--- src/verilog/bus_seq_map.svh ---
// bus_seq_map.svh: reset values, field widths and timing counts of the bus sequencer
// assumes it is included by bare name from design files that need these figures
`ifndef BUS_SEQ_MAP_SVH
`define BUS_SEQ_MAP_SVH

// clock periods that make up one microcycle phase
`define SEQ_CLKS_PER_PHASE   1
// width of the register-file index carried in the A field
`define SEQ_AFIELD_W         4
// width of the multiplexed address/data lines
`define SEQ_BUS_W            16
// width of one stored byte
`define SEQ_BYTE_W           8
// low byte position on the multiplexed lines
`define SEQ_LO_BYTE_LSB      0
// high byte position on the multiplexed lines
`define SEQ_HI_BYTE_LSB      8
// reset value of every control latch and request
`define SEQ_CTRL_RST         1'b0
// reset value of the driven word
`define SEQ_WORD_RST         16'h0000

`endif

--- src/verilog/bus_seq_pkg.sv ---
// bus_seq_pkg: types shared by the phase generator and the bus sequencer
// assumes the map header supplies every number; only types live here
package bus_seq_pkg;

   // the four phases of a microcycle, in order
   typedef enum logic [1:0] {
      PHASE_1,
      PHASE_2,
      PHASE_3,
      PHASE_4
   } phase_t;

   // microinstruction class presented by the execution unit for a microcycle
   typedef enum logic [2:0] {
      OP_NONE,
      OP_READ_START,
      OP_READ_ACK,
      OP_INPUT_WORD,
      OP_OUTPUT_WORD,
      OP_OUTPUT_BYTE,
      OP_DATA_MANIP
   } op_t;

endpackage : bus_seq_pkg

--- src/verilog/phase_gen.sv ---
// phase_gen: steps the four microcycle phases and flags the last clock of each
// assumes one free-running clock; phases advance every CLKS_PER_PHASE clocks
`timescale 1ns/1ps
`include "bus_seq_map.svh"

module phase_gen
   import bus_seq_pkg::*;
#(
   parameter int CLKS_PER_PHASE = `SEQ_CLKS_PER_PHASE
) (
   // clock and reset
   input  wire logic   ref_clk,
   input  wire logic   rst_b,
   // phase state
   output phase_t      phase_q,
   output logic        phaseEnd_q
);

   localparam int CW = (CLKS_PER_PHASE > 1) ? $clog2(CLKS_PER_PHASE) : 1;
   localparam logic [CW-1:0] LAST = CW'(CLKS_PER_PHASE - 1);
   localparam logic ONE_CLK = (CLKS_PER_PHASE == 1);

   generate
      if (CLKS_PER_PHASE < 1) begin : g_bad
         $error("phase_gen: CLKS_PER_PHASE must be at least 1");
      end
   endgenerate

   logic [CW-1:0] cnt_q;
   logic [CW-1:0] cnt_d;
   phase_t        phase_d;

   // count within a phase, wrap and step the phase on its last clock
   assign cnt_d   = phaseEnd_q ? '0 : cnt_q + CW'(1);
   assign phase_d = phaseEnd_q ? phase_t'(phase_q + 2'd1) : phase_q;

   always_ff @(posedge ref_clk or negedge rst_b) begin
      if (!rst_b) begin
         cnt_q      <= '0;
         phase_q    <= PHASE_1;
         phaseEnd_q <= ONE_CLK;
      end else begin
         cnt_q      <= cnt_d;
         phase_q    <= phase_d;
         phaseEnd_q <= (cnt_d == LAST);   // registered so the edge decode is glitch free
      end
   end

endmodule : phase_gen

--- src/verilog/rmw_and_intack_bus_sequencer.sv ---
// rmw_and_intack_bus_sequencer: bus control for read-modify-write and interrupt acknowledge
// assumes the execution unit holds op, rmwArg, aField and opWord steady through a
// microcycle and repeats a waiting microinstruction until opDone; bus inputs are
// synchronous to ref_clk; bus strobes are shown active high (asserted = 1).
//
// What this block does
// [RULE1] each microcycle is four phases; all bus transitions land on phase boundaries
// [RULE2] read-start completes at once when reply and busy are both clear at phase 3
// [RULE3] input op's B argument flags read-modify-write; frame held until output completes
// [RULE4] after read-start: address at phase 1, frame request phase 2, frame phase 4
// [RULE5] input op waits at phase 3 while reply is not seen, repeating each microcycle
// [RULE6] second microcycle after read-start: read request at phase 2, read strobe just after
// [RULE7] addressed slave answers read strobe with data and a reply
// [RULE8] slave reply is latched only at phase 1 start
// [RULE9] first pass stores low byte, next pass stores high byte to A field xor 1
// [RULE10] after input: read request and strobe drop at end of phase 1; frame stays in rmw
// [RULE11] slave removes data and reply when the read strobe drops
// [RULE12] data manipulation ops never test reply or busy, so never wait
// [RULE13] a negated reply clears the reply latch at next phase 1, clearing busy
// [RULE14] after output's failed check: write request and word at phase 1, strobe phase 3
// [RULE15] byte flag only for byte output, from strobe microcycle phase 1 to next phase 1
// [RULE16] slave takes the data on write strobe and then replies
// [RULE17] set reply latch drops write strobe at phase 3, after the phase 3 check sampled
// [RULE18] after output: frame request off phase 2, frame end and write off both at phase 4
// [RULE19] once the reply latch clears, the next op runs without waiting
// [RULE20] advice: avoid busy before read-start and reply checks right after output
// [RULE21] after read-ack: drive any register at phase 1, frame and ack requests at phase 2
// [RULE22] frame latch held reset while the acknowledge request is up
// [RULE23] interrupting slave replies only to grant; input op waits until then
// [RULE24] grant latch released by read request, then sets at trailing edge of phase 1
// [RULE25] only read and write group ops check busy; all others run immediately
`timescale 1ns/1ps
`include "bus_seq_map.svh"

module rmw_and_intack_bus_sequencer
   import bus_seq_pkg::*;
#(
   parameter int CLKS_PER_PHASE = `SEQ_CLKS_PER_PHASE,
   parameter int AFIELD_W       = `SEQ_AFIELD_W
) (
   // clock and reset
   input  wire logic                      ref_clk,
   input  wire logic                      rst_b,
   // microinstruction side
   input  wire op_t                       op,
   input  wire logic                      rmwArg,
   input  wire logic [AFIELD_W-1:0]       aField,
   input  wire logic [`SEQ_BUS_W-1:0]     opWord,
   output logic                           opDone,
   output logic                           opWait,
   output logic                           storeValid,
   output logic                           storeHigh,
   output logic [AFIELD_W-1:0]            storeReg,
   output logic [`SEQ_BYTE_W-1:0]         storeByte,
   output phase_t                         phaseNow,
   // internal requests
   output logic                           intFrameReq,
   output logic                           intReadReq,
   output logic                           intWriteReq,
   output logic                           intByteReq,
   output logic                           intIntrAckReq,
   // system bus
   input  wire logic [`SEQ_BUS_W-1:0]     muxedAddrDataIn,
   output logic [`SEQ_BUS_W-1:0]          muxedAddrDataOut,
   output logic                           muxedAddrDataOe,
   output logic                           busCycleFrame,
   output logic                           busReadStrobe,
   output logic                           busWriteStrobe,
   output logic                           busWriteByteFlag,
   output logic                           busIntrGrant,
   input  wire logic                      busSlaveReply
);

   generate
      if (AFIELD_W < 1) begin : g_bad
         $error("rmw_and_intack_bus_sequencer: AFIELD_W must be at least 1");
      end
   endgenerate

   logic phaseEnd;

   // phase stepping lives in its own module so the counter can be stretched
   phase_gen #(
      .CLKS_PER_PHASE (CLKS_PER_PHASE)
   ) u_phase (
      .ref_clk    (ref_clk),
      .rst_b      (rst_b),
      .phase_q    (phaseNow),
      .phaseEnd_q (phaseEnd)
   );

   // edges that open each phase [RULE1]
   wire enterPh1 = phaseEnd && (phaseNow == PHASE_4);
   wire enterPh2 = phaseEnd && (phaseNow == PHASE_1);
   wire enterPh3 = phaseEnd && (phaseNow == PHASE_2);
   wire enterPh4 = phaseEnd && (phaseNow == PHASE_3);

   // sequencing state
   logic replyLatch_q;
   logic startDone_q;
   logic inDone_q;
   logic outDone_q;
   logic outFail_q;
   logic outByte_q;
   logic addrCycle_q;
   logic readCycle_q;
   logic afterIn_q;
   logic afterOut_q;
   logic highPending_q;
   logic ackMode_q;
   logic rmwMode_q;

   // op classes and the reply view seen by the phase 3 check
   wire isStart    = (op == OP_READ_START) || (op == OP_READ_ACK);
   wire isInput    = (op == OP_INPUT_WORD);
   wire isOutput   = (op == OP_OUTPUT_WORD) || (op == OP_OUTPUT_BYTE);
   wire busyFlag   = replyLatch_q;                            // [RULE13]
   wire replySeen  = replyLatch_q && (intReadReq || busWriteStrobe);
   // start ops need a quiet bus, transfer ops need the reply, others never test [RULE25]
   wire startPass  = !(busyFlag || replySeen);                // [RULE2] [RULE19]
   wire xferPass   = replySeen;                               // [RULE5] [RULE23]
   wire checkPass  = isStart ? startPass :
                     (isInput || isOutput) ? xferPass : 1'b1; // [RULE12]
   wire inFinish   = isInput && checkPass && highPending_q;
   wire outFinish  = isOutput && checkPass;
   wire outFirstNo = isOutput && !checkPass && !intWriteReq;
   wire endFrameIn = afterIn_q && !rmwMode_q;

   // reply latch only moves at phase 1 start; late replies wait a microcycle
   always_ff @(posedge ref_clk or negedge rst_b) begin
      if (!rst_b) begin
         replyLatch_q <= `SEQ_CTRL_RST;
      end else if (enterPh1) begin
         replyLatch_q <= busSlaveReply;                       // [RULE8] [RULE13]
      end
   end

   // phase 3 check results, cleared at the next phase 1 start except the byte flag
   always_ff @(posedge ref_clk or negedge rst_b) begin
      if (!rst_b) begin
         startDone_q <= `SEQ_CTRL_RST;
         inDone_q    <= `SEQ_CTRL_RST;
         outDone_q   <= `SEQ_CTRL_RST;
         outFail_q   <= `SEQ_CTRL_RST;
         outByte_q   <= `SEQ_CTRL_RST;
      end else if (enterPh3) begin
         startDone_q <= isStart && checkPass;                 // [RULE2]
         inDone_q    <= inFinish;
         outDone_q   <= outFinish;                            // [RULE3]
         outFail_q   <= outFirstNo;                           // [RULE14]
         outByte_q   <= (op == OP_OUTPUT_BYTE);
      end else if (enterPh1) begin
         startDone_q <= `SEQ_CTRL_RST;
         inDone_q    <= `SEQ_CTRL_RST;
         outDone_q   <= `SEQ_CTRL_RST;
         outFail_q   <= `SEQ_CTRL_RST;
      end
   end

   // microcycle stage flags, shifted at phase 1 start
   always_ff @(posedge ref_clk or negedge rst_b) begin
      if (!rst_b) begin
         addrCycle_q <= `SEQ_CTRL_RST;
         readCycle_q <= `SEQ_CTRL_RST;
         afterIn_q   <= `SEQ_CTRL_RST;
         afterOut_q  <= `SEQ_CTRL_RST;
      end else if (enterPh1) begin
         addrCycle_q <= startDone_q;                          // [RULE4] [RULE21]
         readCycle_q <= addrCycle_q;                          // [RULE6]
         afterIn_q   <= inDone_q;                             // [RULE10]
         afterOut_q  <= outDone_q;                            // [RULE18]
      end
   end

   // transaction modes: acknowledge and read-modify-write
   always_ff @(posedge ref_clk or negedge rst_b) begin
      if (!rst_b) begin
         ackMode_q     <= `SEQ_CTRL_RST;
         rmwMode_q     <= `SEQ_CTRL_RST;
         highPending_q <= `SEQ_CTRL_RST;
      end else if (enterPh3) begin
         if (isStart && checkPass) begin
            ackMode_q <= (op == OP_READ_ACK);
         end
         if (isInput && rmwArg) begin
            rmwMode_q <= 1'b1;                                // [RULE3]
         end else if (outFinish) begin
            rmwMode_q <= 1'b0;                                // [RULE3]
         end
         if (isInput && checkPass) begin
            highPending_q <= !highPending_q;                  // [RULE9]
         end
      end
   end

   // frame and acknowledge requests change at phase 2 start
   always_ff @(posedge ref_clk or negedge rst_b) begin
      if (!rst_b) begin
         intFrameReq   <= `SEQ_CTRL_RST;
         intIntrAckReq <= `SEQ_CTRL_RST;
      end else if (enterPh2) begin
         if (addrCycle_q) begin
            intFrameReq   <= 1'b1;                            // [RULE4] [RULE21]
            intIntrAckReq <= ackMode_q;                       // [RULE21]
         end else if (afterOut_q || endFrameIn) begin
            intFrameReq   <= 1'b0;                            // [RULE18] [RULE10]
         end
         if (afterIn_q) begin
            intIntrAckReq <= 1'b0;
         end
      end
   end

   // frame latch: set at phase 4 start, reset only once the reply latch is clear;
   // the acknowledge request pins it low for the whole interrupt transaction
   always_ff @(posedge ref_clk or negedge rst_b) begin
      if (!rst_b) begin
         busCycleFrame <= `SEQ_CTRL_RST;
      end else if (intIntrAckReq) begin
         busCycleFrame <= 1'b0;                               // [RULE22]
      end else if (enterPh4) begin
         if (intFrameReq) begin
            busCycleFrame <= 1'b1;                            // [RULE4]
         end else if (!replyLatch_q) begin
            busCycleFrame <= 1'b0;                            // [RULE18]
         end
      end
   end

   // read request: on at phase 2 of the read microcycle, off at end of phase 1 after input
   always_ff @(posedge ref_clk or negedge rst_b) begin
      if (!rst_b) begin
         intReadReq <= `SEQ_CTRL_RST;
      end else if (enterPh2 && readCycle_q) begin
         intReadReq <= 1'b1;                                  // [RULE6]
      end else if (enterPh2 && afterIn_q) begin
         intReadReq <= 1'b0;                                  // [RULE10]
      end
   end

   // read strobe trails the request by one clock but drops on the same edge
   always_ff @(posedge ref_clk or negedge rst_b) begin
      if (!rst_b) begin
         busReadStrobe <= `SEQ_CTRL_RST;
      end else begin
         busReadStrobe <= intReadReq && !(enterPh2 && afterIn_q); // [RULE6] [RULE10]
      end
   end

   // grant latch held reset until a read request of an acknowledge is up
   always_ff @(posedge ref_clk or negedge rst_b) begin
      if (!rst_b) begin
         busIntrGrant <= `SEQ_CTRL_RST;
      end else if (!intReadReq || !intIntrAckReq) begin
         busIntrGrant <= 1'b0;                                // [RULE24]
      end else if (enterPh2) begin
         busIntrGrant <= 1'b1;                                // [RULE24]
      end
   end

   // write and byte requests: on at phase 1 after the first failed output check
   always_ff @(posedge ref_clk or negedge rst_b) begin
      if (!rst_b) begin
         intWriteReq <= `SEQ_CTRL_RST;
         intByteReq  <= `SEQ_CTRL_RST;
      end else if (enterPh1 && outFail_q) begin
         intWriteReq <= 1'b1;                                 // [RULE14]
         intByteReq  <= outByte_q;                            // [RULE15]
      end else if (enterPh4 && afterOut_q) begin
         intWriteReq <= 1'b0;                                 // [RULE18]
         intByteReq  <= 1'b0;
      end
   end

   // byte flag spans exactly one microcycle from the strobe microcycle's phase 1
   always_ff @(posedge ref_clk or negedge rst_b) begin
      if (!rst_b) begin
         busWriteByteFlag <= `SEQ_CTRL_RST;
      end else if (enterPh1) begin
         busWriteByteFlag <= outFail_q && outByte_q;          // [RULE15]
      end
   end

   // write strobe latch: set at phase 3 while no reply, reset at phase 3 once replied;
   // the check at the same edge still sees the old strobe, so the reply is not lost
   always_ff @(posedge ref_clk or negedge rst_b) begin
      if (!rst_b) begin
         busWriteStrobe <= `SEQ_CTRL_RST;
      end else if (enterPh3) begin
         busWriteStrobe <= intWriteReq && !replyLatch_q && !afterOut_q; // [RULE14] [RULE17]
      end
   end

   // multiplexed lines: address or word out at phase 1, released for slave data
   always_ff @(posedge ref_clk or negedge rst_b) begin
      if (!rst_b) begin
         muxedAddrDataOe  <= `SEQ_CTRL_RST;
         muxedAddrDataOut <= `SEQ_WORD_RST;
      end else if (enterPh1 && (startDone_q || outFail_q)) begin
         muxedAddrDataOe  <= 1'b1;                            // [RULE4] [RULE14] [RULE21]
         muxedAddrDataOut <= opWord;
      end else if ((enterPh2 && readCycle_q) || (enterPh1 && afterOut_q)) begin
         muxedAddrDataOe  <= 1'b0;                            // [RULE18]
      end
   end

   // byte stores and completion report at the phase 3 check
   always_ff @(posedge ref_clk or negedge rst_b) begin
      if (!rst_b) begin
         storeValid <= `SEQ_CTRL_RST;
         storeHigh  <= `SEQ_CTRL_RST;
         storeReg   <= '0;
         storeByte  <= '0;
         opDone     <= `SEQ_CTRL_RST;
         opWait     <= `SEQ_CTRL_RST;
      end else if (enterPh3) begin
         storeValid <= isInput && checkPass;                  // [RULE9]
         storeHigh  <= highPending_q;
         storeReg   <= highPending_q ? (aField ^ AFIELD_W'(1)) : aField; // [RULE9]
         storeByte  <= highPending_q ? muxedAddrDataIn[`SEQ_HI_BYTE_LSB +: `SEQ_BYTE_W]
                                     : muxedAddrDataIn[`SEQ_LO_BYTE_LSB +: `SEQ_BYTE_W];
         opDone     <= checkPass && !(isInput && !highPending_q);
         opWait     <= !checkPass;                            // [RULE5] [RULE23]
      end else begin
         storeValid <= 1'b0;
         opDone     <= 1'b0;
      end
   end

endmodule : rmw_and_intack_bus_sequencer

--- config.mk ---
export PLATFORM = sky130hd
export DESIGN_NAME = rmw_and_intack_bus_sequencer
export DESIGN_NICKNAME = d
export VERILOG_FILES = /design/src/verilog/bus_seq_pkg.sv /design/src/verilog/phase_gen.sv /design/src/verilog/rmw_and_intack_bus_sequencer.sv
export VERILOG_INCLUDE_DIRS = /design/src /design/src/verilog
export SDC_FILE = /design/constraint.sdc
export NUM_CORES = 1
export LEC_CHECK = 0
export BUFFER_PORTS_ARGS = -buffer_cell sky130_fd_sc_hd__buf_2
export CAP_MARGIN = 20
export CORE_ASPECT_RATIO = 1.4
export CORE_MARGIN = 3
export CORE_UTILIZATION = 53
export DETAILED_ROUTE_END_ITERATION = 6
export PLACE_DENSITY = 0.9
export RECOVER_POWER = 50
export SLEW_MARGIN = 15
export SYNTH_ARGS = -nofsm -noshare
export SYNTH_HDL_FRONTEND = slang
export SYNTH_HIERARCHICAL = 1
export SYNTH_SLANG_ARGS = --single-unit
--- constraint.sdc ---
create_clock -name ref_clk -period 3.72 [get_ports ref_clk]
set_input_delay 0.558 -clock ref_clk [delete_from_list [all_inputs] [get_ports ref_clk]]
set_output_delay 0.558 -clock ref_clk [all_outputs]
set_load 0.01 [all_outputs]
==> impl_metrics.json <==
{
  "status": "finished, violations left",
  "violations": "capacitance limit, slew limit",
  "portBuffers": 87,
  "async_flop_share_pct": 100,
  "seq_area_frac_synth_pct": 59.6,
  "maxSlewViolCount": 35,
  "avgSynthCellArea_um2": 12.0,
  "min_period_ps": 1930,
  "num-nets-final": 343,
  "grt_pass1_vias": 1822,
  "period_share_pct": 51.9,
  "path_max_fanout": 10,
  "cts_resized": 0,
  "worstHoldPathType": "input port to flop",
  "syn_nets": 253,
  "rows": 29,
  "synthDistinctLibCells": 41,
  "grt_pass1_wl_um": 8420,
  "start_kind": "flop",
  "drt_iter0_markers": 65,
  "synth_area_um2": 2520,
  "postCtsHoldBufs": 0,
  "setup_viol": 0,
  "synthSimpleGateAreaFrac_pct": 12.0,
  "vias": 1883,
  "drv_cap": 1,
  "met2_length_um": 2770,
  "cts_sinks": 60,
  "p_leak_nw": 1.62,
  "synth_adder_area_share_pct": 0,
  "initial_core_util_pct": 55.2,
  "routed.top_layer": "met4",
  "crit_type": "flop to flop",
  "root_buffer": "clkbuf_8",
  "syn_inst": 210,
  "slowest_stage": "dfstp_1",
  "synth_top_family_by_area": "multiplexers",
  "synthFlopType": "dfrtp_1",
  "syn2layout_area_growth_pct": 25.2,
  "cts_made_buffers": 9,
  "synth_xor_area_share_pct": 1.74,
  "synth_top_area_cell": "dfrtp_1",
  "postRouteAntennaNets": 0,
  "p_per_area_nw_per_um2": 561,
  "rsz0062_at_grt": "false",
  "place_congestion": 0.823,
  "finalWirelength_um": 5310,
  "synth_compound_area_share_pct": 9.62,
  "crit_chain": "nor3b_1 > o21ai_0 > a22o_1",
  "grt_overflow": 0,
  "wl_met3_um": 273,
  "drt-pass1-iter-count": 4,
  "cp.required_ps": 3930,
  "worst_setup_path_end_kind": "flop",
  "clk_latency_ps": 320,
  "netlist.area_leader.share_pct": 58.5,
  "synth_area_leaders": "dfrtp_1 (59%), nand2_1 (7.0%), mux2_4 (6.0%), mux2_2 (4.9%), mux2i_1 (3.2%)",
  "muxShareOfSynthArea_pct": 14.0,
  "grt_use_total_pct": 19.5,
  "cts_tree": "yes",
  "antenna_found_initial": 0,
  "die-area_um2": 5630,
  "drc_errors": 0,
  "worst_ir_drop_vdd_mv": 0.398,
  "die_h_um": 87.6,
  "hold_viol_final": 0,
  "ys_ff_latch": 60,
  "finalSetupTns_ps": 0,
  "wire_per_inst_um": 14.5,
  "dp_hpwl_um": 3820,
  "wl_met1_um": 2170,
  "grt_max_degree": 35,
  "slew_headroom_pct": -19.2,
  "path_clk_slew_ps": 70,
  "worst_pin_slew_ps": 1790,
  "drive_gt1_share_pct": 37.7,
  "diodes": 0,
  "max_freq_mhz": 518,
  "clock_tree.buffer_depth": 2,
  "crit_arrival_ps": 2140,
  "max_stage_delay_ps": 690,
  "die_width_um": 64.3,
  "io_pins": 88,
  "skew_ps": 8.34,
  "yosys_warnings": 6,
  "coreArea_um2": 4570,
  "drt-vias-per-instance": 5.13,
  "htreeDepth": 3,
  "hold_slack_ps": 431,
  "synth-edff-count": 0,
  "post_cts_buffers": 0
}
placed cells by master (no fill, tap or decap), types with 2 or more instances in the layout:
cell      instances
buf_2            76
dfrtp_1          59
clkbuf_8         12
mux2i_1           8
nand3b_1          2
a22o_1            3
mux2_2           11
nand2b_1          2
nand3_1           4
nor2_1            4
xor2_1            2
a21oi_1           2
nand2_1          47
mux2_4           10
o21ai_0          16
xnor2_1           3
nor4_1            3
clkbuf_1         14
inv_1             4
registers in the layout (all words and copies together) (netlist names), 2 cells and up:
register	flops
u_phase/phase_q	2
muxedAddrDataOut	16
storeReg	4
storeByte	8
critical path, delay by kind of cell (launching register included):
kind	cells	cell delay [ps]
DFF	1	690
AOI/OAI and AO/OA	2	490
and+or+nand+nor	1	650
routing by layer:
layer  vias to the layer above  GRT usage (%)
met2                        71           31.3
met3                        13           6.16
li1                        909              -
met5                         -              0
met4                         0           10.2
met1                       890           23.8
cell type report:
cell class	count	area [um^2]
Clock buffer	15	176
Clock inverter	1	5.00
Fill cell	375	1410
Inverter	4	15.0
Multi-Input combinational cell	136	938
Sequential cell	60	1500
Tap cell	62	77.6
Timing Repair Buffer	89	444
worst paths after layout:
check / start / slack, ps / cells past startpoint / end
max: u_phase/phaseEnd_q / 1790 / 3 / intFrameReq
min reg2reg: u_phase/cnt_q / 440 / 1 / u_phase/cnt_q
min: busSlaveReply / 430 / 3 / busyFlag
max reg2reg: u_phase/phaseEnd_q / 1790 / 3 / intFrameReq
min in group asynchronous: rst_b / 700 / 1 / intFrameReq
max in group asynchronous: rst_b / 1850 / 2 / muxedAddrDataOut[12]
per-stage QoR:
stage / std cells / utilization (%) / worst slack (ps) / instance area (um^2) / power [mW]
floorplan: 210 / - / 2050 / 2520 / 1.09
global placement: 350 / 65.2 / 1580 / 2980 / 1.25
detailed placement: 350 / 65.2 / 1480 / 2980 / 1.27
CTS: 366 / 69.2 / 1450 / 3160 / 1.80
global route: 367 / 69.1 / 1520 / 3160 / 1.87
finish: 367 / 69.1 / 1790 / 3160 / 1.77
synth_stat cells, types with 3 or more instances:
cell,number
dfrtp_1,59
buf_2,3
o21ai_0,16
nand3_1,4
nor2_1,4
nand2_1,47
mux2_2,11
nor4_1,3
mux2i_1,8
a22o_1,3
clkbuf_1,3
inv_1,4
mux2_4,10
xnor2_1,3
power by group:
group / internal (mW) / leakage (nW) / total, mW / switching (mW)
registers: 0.771 / 0.725 / 0.859 / 0.0878
clock network: 0.296 / 0.0937 / 0.527 / 0.231
logic: 0.204 / 0.806 / 0.386 / 0.182
total: 1.27 / 1.62 / 1.77 / 0.500
cell families after synthesis:
| logic type | after synthesis |
|---|---|
| AOI/OAI and AO/OA | 34 |
| xor gates and xnor gates | 5 |
| buffers and inverters | 14 |
| DFF | 60 |
| muxes | 29 |
| and+or+nand+nor | 68 |
Power figures use the tool's default switching activity.
